### config.mk
export PLATFORM = sky130hd
export DESIGN_NAME = timer12_count_ctrl
export DESIGN_NICKNAME = d
export VERILOG_FILES = /design/src/timer12_pkg.sv /design/src/coincidence_detect.sv /design/src/timer12_count_ctrl.sv
export VERILOG_INCLUDE_DIRS = /design/src /design/src/src
export SDC_FILE = /design/constraint.sdc
export NUM_CORES = 1
export LEC_CHECK = 0
export BUFFER_PORTS_ARGS = -buffer_cell sky130_fd_sc_hd__buf_2
export CELL_PAD_IN_SITES_DETAIL_PLACEMENT = 1
export CELL_PAD_IN_SITES_GLOBAL_PLACEMENT = 2
export CORE_ASPECT_RATIO = 1.75
export CORE_MARGIN = 2
export CORE_UTILIZATION = 36
export CTS_BUF_LIST = sky130_fd_sc_hd__clkbuf_4 sky130_fd_sc_hd__clkbuf_8
export DETAILED_ROUTE_END_ITERATION = 8
export GPL_TIMING_DRIVEN = 0
export PLACE_DENSITY_LB_ADDON = 0.1
export SYNTH_ARGS = -nofsm -noshare
export SYNTH_HDL_FRONTEND = slang
export SYNTH_HIERARCHICAL = 1
export SYNTH_SLANG_ARGS = --single-unit
### constraint.sdc
create_clock -name ref_clk -period 4.5 [get_ports ref_clk]
set_clock_uncertainty 0.1 [all_clocks]
set_input_delay 0.45 -clock ref_clk [delete_from_list [all_inputs] [get_ports ref_clk]]
set_output_delay 0.45 -clock ref_clk [all_outputs]
set_load 0.02 [all_outputs]
### src/timer12_cfg.svh
`ifndef TIMER12_CFG_SVH
`define TIMER12_CFG_SVH

// ----------------------------------------------------------------
// Peripheral addresses reached through the transfer buffer
// ----------------------------------------------------------------
`define TMR_ADDR_COMPARE 7'h46
`define TMR_ADDR_COUNTER 7'h47

// ----------------------------------------------------------------
// Mode control nibble layout
// ----------------------------------------------------------------
`define TMR_MODE_RUN_BIT 0
`define TMR_MODE_CLEAR_BIT 1
`define TMR_MODE_REPEAT_BIT 2

// ----------------------------------------------------------------
// Reset values and limits
// ----------------------------------------------------------------
`define TMR_COUNT_RESET 12'h000
`define TMR_COUNT_MAX 12'hFFF
`define TMR_COMPARE_RESET 12'hFFF
`define TMR_BUF_UPPER_ZERO 4'h0

`endif

### src/timer12_pkg.sv
package timer12_pkg;

   // Count width and transfer buffer width
   typedef logic [11:0] count_t;
   typedef logic [15:0] buf_t;

   // Operating modes picked by the repeat select flag
   typedef enum logic {
      MODE_FREE_RUN,
      MODE_MODULO
   } count_mode_e;

endpackage
### src/coincidence_detect.sv
// ----------------------------------------------------------------
// Equality of count and compare value
// ----------------------------------------------------------------
module coincidence_detect (
   input wire timer12_pkg::count_t count_in,
   input wire timer12_pkg::count_t compare_in,
   output logic match
);

   // Pure compare; the caller decides what a match does
   always_comb begin
      match = (count_in == compare_in);
   end

endmodule // coincidence_detect

### src/timer12_count_ctrl.sv
`include "timer12_cfg.svh"

// Overview of operation
// - Counter advances only after software sets the run flag.
// - Writing one to the clear flag zeroes the counter.
// - Modulo mode also zeroes the counter on a compare match.
// - Repeat select flag picks free-run or modulo counting of the 12-bit counter.
// - In free-run mode a match does not clear; counting carries on.
// - Interrupt request is raised whenever count equals compare, either mode.
// - Free-run counts to FFF, next clock sets overflow flag and stops.
// - Transfer buffer carries count in low 12 bits; upper 4 read zero.
// - Counter may be read while running; software accepts possible inaccuracy.
// - The clear flag always reads back as zero.
// - Modulo counts to compare value, next clock returns to zero, resumes.
// - Counter increments on each count clock once counting is enabled.
// - While overflow flag is set the counter stays stopped.
module timer12_count_ctrl (
   input wire logic ref_clk,
   input wire logic rst_n,
   input wire logic count_tick,
   input wire logic mode_wr,
   input wire logic [3:0] mode_wdata,
   output logic [3:0] mode_rdata,
   input wire logic ovf_clear,
   output logic overflow_detect_flag,
   input wire logic [6:0] periph_addr,
   input wire logic periph_put,
   input wire timer12_pkg::buf_t put_data,
   input wire logic periph_get,
   output timer12_pkg::buf_t transfer_buffer,
   output logic irq_req
);

   // ----------------------------------------------------------------
   // Helpers
   // ----------------------------------------------------------------

   // Widen a 12-bit value to the buffer with the top nibble forced low
   function automatic timer12_pkg::buf_t to_buffer(input timer12_pkg::count_t v);
      to_buffer = {`TMR_BUF_UPPER_ZERO, v};
   endfunction

   // Increment that wraps within 12 bits
   function automatic timer12_pkg::count_t inc12(input timer12_pkg::count_t v);
      inc12 = timer12_pkg::count_t'(v + 12'h001);
   endfunction

   // ----------------------------------------------------------------
   // State
   // ----------------------------------------------------------------
   logic run_ff;
   logic nxt_run;
   timer12_pkg::count_mode_e mode_ff;
   timer12_pkg::count_mode_e nxt_mode;
   timer12_pkg::count_t counter_value_ff;
   timer12_pkg::count_t nxt_counter_value;
   timer12_pkg::count_t compare_value_ff;
   timer12_pkg::count_t nxt_compare_value;
   logic ovf_ff;
   logic nxt_ovf;
   logic irq_ff;
   logic nxt_irq;
   timer12_pkg::buf_t buf_ff;
   timer12_pkg::buf_t nxt_buf;
   logic match_now;
   logic match_next;
   logic clear_cmd;
   logic advance;

   // ----------------------------------------------------------------
   // Coincidence detection
   // ----------------------------------------------------------------

   // Current count against the compare register
   coincidence_detect u_match_now (
      .count_in(counter_value_ff),
      .compare_in(compare_value_ff),
      .match(match_now)
   );

   // Look-ahead compare so the request lines up with the count it belongs to
   coincidence_detect u_match_next (
      .count_in(nxt_counter_value),
      .compare_in(nxt_compare_value),
      .match(match_next)
   );

   // ----------------------------------------------------------------
   // Mode control
   // ----------------------------------------------------------------

   // Clear bit is not stored, so it acts once per write and reads zero
   always_comb begin
      clear_cmd = mode_wr & mode_wdata[`TMR_MODE_CLEAR_BIT];
      nxt_run = run_ff;
      nxt_mode = mode_ff;
      if (mode_wr) begin
         nxt_run = mode_wdata[`TMR_MODE_RUN_BIT];
         nxt_mode = mode_wdata[`TMR_MODE_REPEAT_BIT] ? timer12_pkg::MODE_MODULO
                                                     : timer12_pkg::MODE_FREE_RUN;
      end
   end

   always_ff @(posedge ref_clk) begin
      if (!rst_n) begin
         run_ff <= 1'b0;
         mode_ff <= timer12_pkg::MODE_FREE_RUN;
      end else begin
         run_ff <= nxt_run;
         mode_ff <= nxt_mode;
      end
   end

   // Readback: clear flag position and top bit always zero
   always_comb begin
      mode_rdata = 4'h0;
      mode_rdata[`TMR_MODE_RUN_BIT] = run_ff;
      mode_rdata[`TMR_MODE_REPEAT_BIT] = (mode_ff == timer12_pkg::MODE_MODULO);
      mode_rdata[`TMR_MODE_CLEAR_BIT] = 1'b0;
   end

   // ----------------------------------------------------------------
   // Count block
   // ----------------------------------------------------------------

   // A tick only counts while running and not stopped by overflow;
   // a stopped counter simply keeps its value
   always_comb begin
      advance = count_tick & run_ff & ~ovf_ff;
      nxt_counter_value = counter_value_ff;
      nxt_ovf = ovf_ff;
      if (ovf_clear) begin
         nxt_ovf = 1'b0;
      end
      if (clear_cmd) begin
         // Software clear beats a tick in the same cycle
         nxt_counter_value = `TMR_COUNT_RESET;
      end else if (advance) begin
         case (mode_ff)
            timer12_pkg::MODE_MODULO: begin
               if (match_now) begin
                  nxt_counter_value = `TMR_COUNT_RESET;
               end else begin
                  nxt_counter_value = inc12(counter_value_ff);
               end
            end
            timer12_pkg::MODE_FREE_RUN: begin
               if (counter_value_ff == `TMR_COUNT_MAX) begin
                  // Hold at FFF; the set wins over a clear in the same cycle
                  nxt_ovf = 1'b1;
               end else begin
                  nxt_counter_value = inc12(counter_value_ff);
               end
            end
            default: begin
               nxt_counter_value = counter_value_ff;
            end
         endcase
      end
   end

   always_ff @(posedge ref_clk) begin
      if (!rst_n) begin
         counter_value_ff <= `TMR_COUNT_RESET;
         ovf_ff <= 1'b0;
      end else begin
         counter_value_ff <= nxt_counter_value;
         ovf_ff <= nxt_ovf;
      end
   end

   assign overflow_detect_flag = ovf_ff;

   // ----------------------------------------------------------------
   // Compare register and interrupt request
   // ----------------------------------------------------------------

   // Zero is a prohibited compare value; it is stored as written, and
   // the hardware does not guard against it
   always_comb begin
      nxt_compare_value = compare_value_ff;
      if (periph_put && (periph_addr == `TMR_ADDR_COMPARE)) begin
         nxt_compare_value = put_data[11:0];
      end
      nxt_irq = match_next;
   end

   always_ff @(posedge ref_clk) begin
      if (!rst_n) begin
         compare_value_ff <= `TMR_COMPARE_RESET;
         irq_ff <= 1'b0;
      end else begin
         compare_value_ff <= nxt_compare_value;
         irq_ff <= nxt_irq;
      end
   end

   assign irq_req = irq_ff;

   // ----------------------------------------------------------------
   // Transfer buffer
   // ----------------------------------------------------------------

   // Reads are allowed mid-count; the snapshot is the count before this edge
   always_comb begin
      nxt_buf = buf_ff;
      if (periph_get) begin
         if (periph_addr == `TMR_ADDR_COUNTER) begin
            nxt_buf = to_buffer(counter_value_ff);
         end else if (periph_addr == `TMR_ADDR_COMPARE) begin
            nxt_buf = to_buffer(compare_value_ff);
         end else begin
            nxt_buf = 16'h0000;
         end
      end
   end

   always_ff @(posedge ref_clk) begin
      if (!rst_n) begin
         buf_ff <= 16'h0000;
      end else begin
         buf_ff <= nxt_buf;
      end
   end

   assign transfer_buffer = buf_ff;

endmodule // timer12_count_ctrl

## Yosys cells after proc, flatten, opt, wreduce, memory -nomap -nowiden

Cells that the tools add are included.

| storage, ports and cells | value |
|---|---|
| bits in registers | 44 |
| input bits | 34 |
| output and inout port bits | 22 |
| logic and storage cells | 33 |

| cells by class | value |
|---|---|
| add/subtract/negate cells | 1 |
| eq/ne operators | 5 |
| mux-type cells | 14 |
| bitwise logic cells | 5 |
| reduce and logical (&&, ||, !) cells | 1 |

Operator list:

| cell | count |
|---|---|
| two-way mux 12 bit | 7 |
| equality test 12 bit | 2 |
| case mux 12 bit (2 select lines) | 1 |
| equality test 7 bit (second input constant) | 2 |
| adder 12 x 1 -> 12 bit (second input constant) | 1 |
| equality test 12 bit (second input constant) | 1 |
| two-way mux 1 bit | 6 |
| bitwise AND 1 bit | 3 |
| NOT 1 bit | 2 |
| logical AND 1 bit | 1 |

## Depth between registers and ports, before layout

| logic depth | value |
|---|---|
| depth after elaboration | 6 |
| depth in mapped cells | 11 |
| depth with buffers taken out | 11 |

## By module

The synthesis kept the hierarchy.

By module, submodules not included:

| module | instances | cells an instance | area an instance (sq um) | sequential area each (sq um) |
|---|---|---|---|---|
| timer12_count_ctrl | 1 | 247 | 2210.9 | 800.8 |
| coincidence_detect | 2 | 16 | 133.9 | 0.0 |

## Worst setup path before layout

Ideal clock, no wire load.

| timing | value |
|---|---|
| path kind | register to register |
| start | register counter_value_ff[0] |
| end | register irq_ff (netlist: irq_req) |
| setup time | 59 ps |
| data arrival time | 2338 ps |
| required time | 4341 ps |
| path slack | 2003 ps |
| stages on the path, launching flop included | 10 |
| path buffers | 0 |
| period minus slack after synthesis | 2497 ps |
| path through | dfxtp_1 ha_1 nand3_1 or4_1 a41oi_1 nor3_1 xnor2_1 nand4_1 nor3_2 and2_1 |

| on the way | value |
|---|---|
| cells in the longest elaborated chain, start to end | 6 |
| elaborated cells between the ends (all ways) | 9 |
| classes of those cells | add/sub: 1; eq/ne: 3; mux: 5 |

Ends and longest elaborated chain:

| item | line | source |
|---|---|---|
| start, declared | timer12_count_ctrl.sv:55 | `timer12_pkg::count_t counter_value_ff;` |
| start signal, assigned | timer12_count_ctrl.sv:164 | `` counter_value_ff <= `TMR_COUNT_RESET; `` |
| start signal, assigned | timer12_count_ctrl.sv:167 | `counter_value_ff <= nxt_counter_value;` |
| adder 12 x 1 -> 12 bit, or another cell as far along | timer12_count_ctrl.sv:45 | `inc12 = timer12_pkg::count_t'(v + 12'h001);` |
| two-way mux 12 bit (on tied branches) | timer12_count_ctrl.sv:148, timer12_count_ctrl.sv:141 |  |
| case mux 12 bit (2 select lines) * | timer12_count_ctrl.sv:139 | `case (mode_ff)` |
| two-way mux 12 bit * | timer12_count_ctrl.sv:138 | `end else if (advance) begin` |
| two-way mux 12 bit * | timer12_count_ctrl.sv:135 | `if (clear_cmd) begin` |
| via nxt_counter_value[5] | timer12_count_ctrl.sv:56 | `timer12_pkg::count_t nxt_counter_value;` |
| equality test 12 bit * | coincidence_detect.sv:12 | `match = (count_in == compare_in);` |
| via match_next | timer12_count_ctrl.sv:66 | `logic match_next;` |
| end signal, assigned | timer12_count_ctrl.sv:194 | `irq_ff <= nxt_irq;` |
| end, declared | timer12_count_ctrl.sv:61 | `logic irq_ff;` |

Mark *: on every way through the listed nets, which the timed path passes. The rest lies on a longest branch.
A chain may end at the register's enable or synchronous reset.

## Worst setup path after layout

Ends and elaborated chain as after synthesis.

==> run_results.csv <==
group,metric,value,unit
run_status,status,"finished, final reports clean",
yosys,yosysTopAreaCell,"dfxtp_1",
setup_path,cp_cell_sequence,"ha_1, nand3_1, or4_1, nand3_1, o32ai_1, xnor2_1, nand4_1, nor3_2, and2_1",
power,switchingPower,173,uW
drt,dr.first_iter.drc_count,69,
job,max_cap_viol_count,0,
drt,dr_wl_met2,4030,um
grt,grt_pass1_vias,2325,
grt,grt_pass1_wl,11800,um
sta,holdWs,0.283,ns
clock_network,htreeDepth,2,
clock_network,root_buffer,"clkbuf_8",
placed_design,hpwlAfterDp,5750,um
placed_design,io_buffers,44,
floorplan,die-area,7590,sq um
yosys,syn_inst,279,
yosys,yosys_register_bits,40,
setup_path,critPathSlowestCell,"or4_1",
setup_path,critPathBufInv,0,
floorplan,ios,56,
layout,layout-drive-gt1-share,0.281,
drt,post-route-drc-count,0,
sta,clock.fmax,310,MHz
yosys,yosys.area.top_type_share,0.323,
setup_path,crit_path_max_fanout,10,
placed_design,gp_congestion,0.911,
sta,rsz0062_at_grt,"no",
clock_network,postCtsSetupBuffers,0,
power,p_comb_frac,0.106,
min_path,min_path_type,"in2reg",
layout,fin_nets,370,
power,power_density,231,nW/um^2
layout,finalNonFillerCells,419,
yosys,synth_area,2480,sq um
clock_network,holdBufCountCts,0,
sta,slew_headroom,0.413,
layout,fin_util,0.430,
placed_design,dp_cells,412,
sta,slew_viol_final,0,
setup_path,criticalPathCategory,"reg2reg",
yosys,synthDistinctLibCells,47,
clock_network,clk_pin_slew_worst_paths,0.08,ns
yosys,synthTopCellsByArea,"dfxtp_1, xnor2_1, mux2_2, mux2_4, nand3_1",
clock_network,cts_buffer_depth,2,
drt,vias_per_cell,5.30,
floorplan,row_count,40,
setup_path,start_kind,"flip-flop",
power,peakVddDrop,0.179,mV
drt,met3_length,158,um
yosys,yosys_warnings,6,
setup_path,cp_common_cell,"nand3_1",
drt,wl_met1,2950,um
setup_path,critical_path.top_delay_family,"simple AND/OR/NAND/NOR gates",
floorplan,fp.coreArea,6760,sq um
setup_path,critPathMaxStageDelay,0.70,ns
floorplan,die_h,114,um
grt,grt_max_degree,12,
sta,finalHoldViolations,0,
floorplan,die_x,66.7,um
power,internal-power,499,uW
clock_network,clock_latency,0.30,ns
grt,overflow,0,
power,leakagePower,1.10,nW
layout,area_growth,17.2,%
drt,highest_layer,"met4",
clock_network,cts_made_buffers,5,
power,switching_share,0.258,
clock_network,cts_tree,"done",
yosys,synthArstFlopShare,0,
yosys,synth_most_common_cell,"dfxtp_1",
yosys,synthTopCellsByCount,"dfxtp_1, xnor2_1, nand3_1",
placed_design,place_area,2820,sq um
drt,vias,2221,
yosys,synth_edf_count,0,
layout,diodes,0,
sta,finalSetupViolCount,0,
power,seqPwrFrac,0.534,
grt,grt_usage,0.206,
sta,fin_crit_sh,0.716,
yosys,synth_flop_cell,"dfxtp_1",
drt,avgRoutedWirePerCell,17.3,um
setup_path,worstPathRequired,4.65,ns
clock_network,clock-sinks,40,
setup_path,arrival,3.37,ns
drt,wirelength,7260,um
sta,tightest_slew,0.877,ns
drt,drt-pass1-iter-count,4,
drt,ant_nets,0,
setup_path,crit_path_end_kind,"flip-flop",
yosys,postSynthAreaPerCell,8.88,sq um
layout,layout.filler_cells,866,
layout,design_area,2900,sq um
sta,period_needed,3.22,ns
grt,antenna_found_initial,0,
yosys,ys_seq_area_frac,0.323,
sta,tns,0,ns
clock_network,cts_resized,0,
power,power_frac_clock,0.359,
floorplan,initial_utilization,0.367,
## path summary, 6_finish.rpt
kind	start	end	slack [ns]	depth (start not counted)
worst max-delay path	counter_value_ff[0]	irq_req	1.28	9
worst min-delay path	mode_wdata[2]	mode_ff	0.28	3
worst max register to register	counter_value_ff[0]	irq_req	1.28	9
worst min register to register	transfer_buffer[1]	transfer_buffer[1]	0.37	2
## kinds of logic after synthesis
logic type	share of synthesized area
DFF	0.323
buffers and inverters	0.0530
muxes	0.137
AOI/OAI and AO/OA	0.126
adders and majority gates	0.00505
xor gates and xnor gates	0.0883
and+or+nand+nor	0.266
other	0.00151
## sequential cells by signal (all words and copies together) (netlist names)
name / cells
counter_value_ff: 12
transfer_buffer: 12
overflow_detect_flag: 1
run_ff: 1
irq_req: 1
mode_ff: 1
compare_value_ff: 12
## area by class of cell
| type | instances | area (sq um) | area share |
|---|---|---|---|
| Multi-Input combinational cell | 220 | 1570 | 0.539 |
| Sequential cell | 40 | 801 | 0.276 |
| Timing Repair Buffer | 44 | 220 | 0.0758 |
| Buffer | 22 | 124 | 0.0427 |
| Tap cell | 84 | 105 | 0.0362 |
| Clock buffer | 6 | 76.3 | 0.0263 |
| Inverter | 2 | 7.51 | 0.00259 |
| Clock inverter | 1 | 5.00 | 0.00172 |
## placed cells by master (no fill, tap or decap), types with 2 or more instances in the layout
master,n
a32o_1,4
mux2i_1,2
or2_1,10
o2bb2ai_1,2
conb_1,6
and2_1,7
xnor2_1,25
or2_2,3
nor3_2,2
nor3_1,12
nand4_1,9
mux2_2,15
a21oi_1,18
nand3b_1,2
o311a_1,2
o31ai_1,3
mux2_4,10
clkbuf_8,5
buf_4,8
or3_1,5
buf_2,47
nand2b_1,15
nand2_1,17
dfxtp_1,40
nor4_1,2
clkbuf_1,10
a211oi_1,3
o211ai_1,2
o22ai_1,4
o32ai_1,2
nand3_1,19
nor2_1,6
## layer usage
metal  global-route usage  vias to the layer above
met1                0.227                     1070
met2                0.385                       33
met4               0.0844                        0
met5                    0                        -
met3               0.0256                        8
li1                     -                     1110
## power by group through the flow
stage / clock, mW / sequential, mW / combinational (mW)
floorplan: 0 / 0.367 / 0.0439
global placement: 0 / 0.367 / 0.0725
detailed placement: 0 / 0.367 / 0.0724
CTS: 0.252 / 0.359 / 0.0727
global route: 0.263 / 0.360 / 0.0782
finish: 0.242 / 0.359 / 0.0715
## worst min-delay path: stages
cell and delay (ns):
buf_2 0.08, mux2i_1 0.06, nor2_1 0.07
## stage by stage
| step | total power, mW | setup WS, ns |
|---|---|---|
| 2_1_floorplan | 0.410 | 2.00 |
| 3_3_place_gp | 0.440 | 1.30 |
| 3_5_place_dp | 0.440 | 1.27 |
| 4_1_cts | 0.684 | 1.24 |
| 5_1_grt | 0.701 | 1.00 |
| 6_report | 0.672 | 1.28 |
No activity file was read; power rests on OpenSTA's default activity.
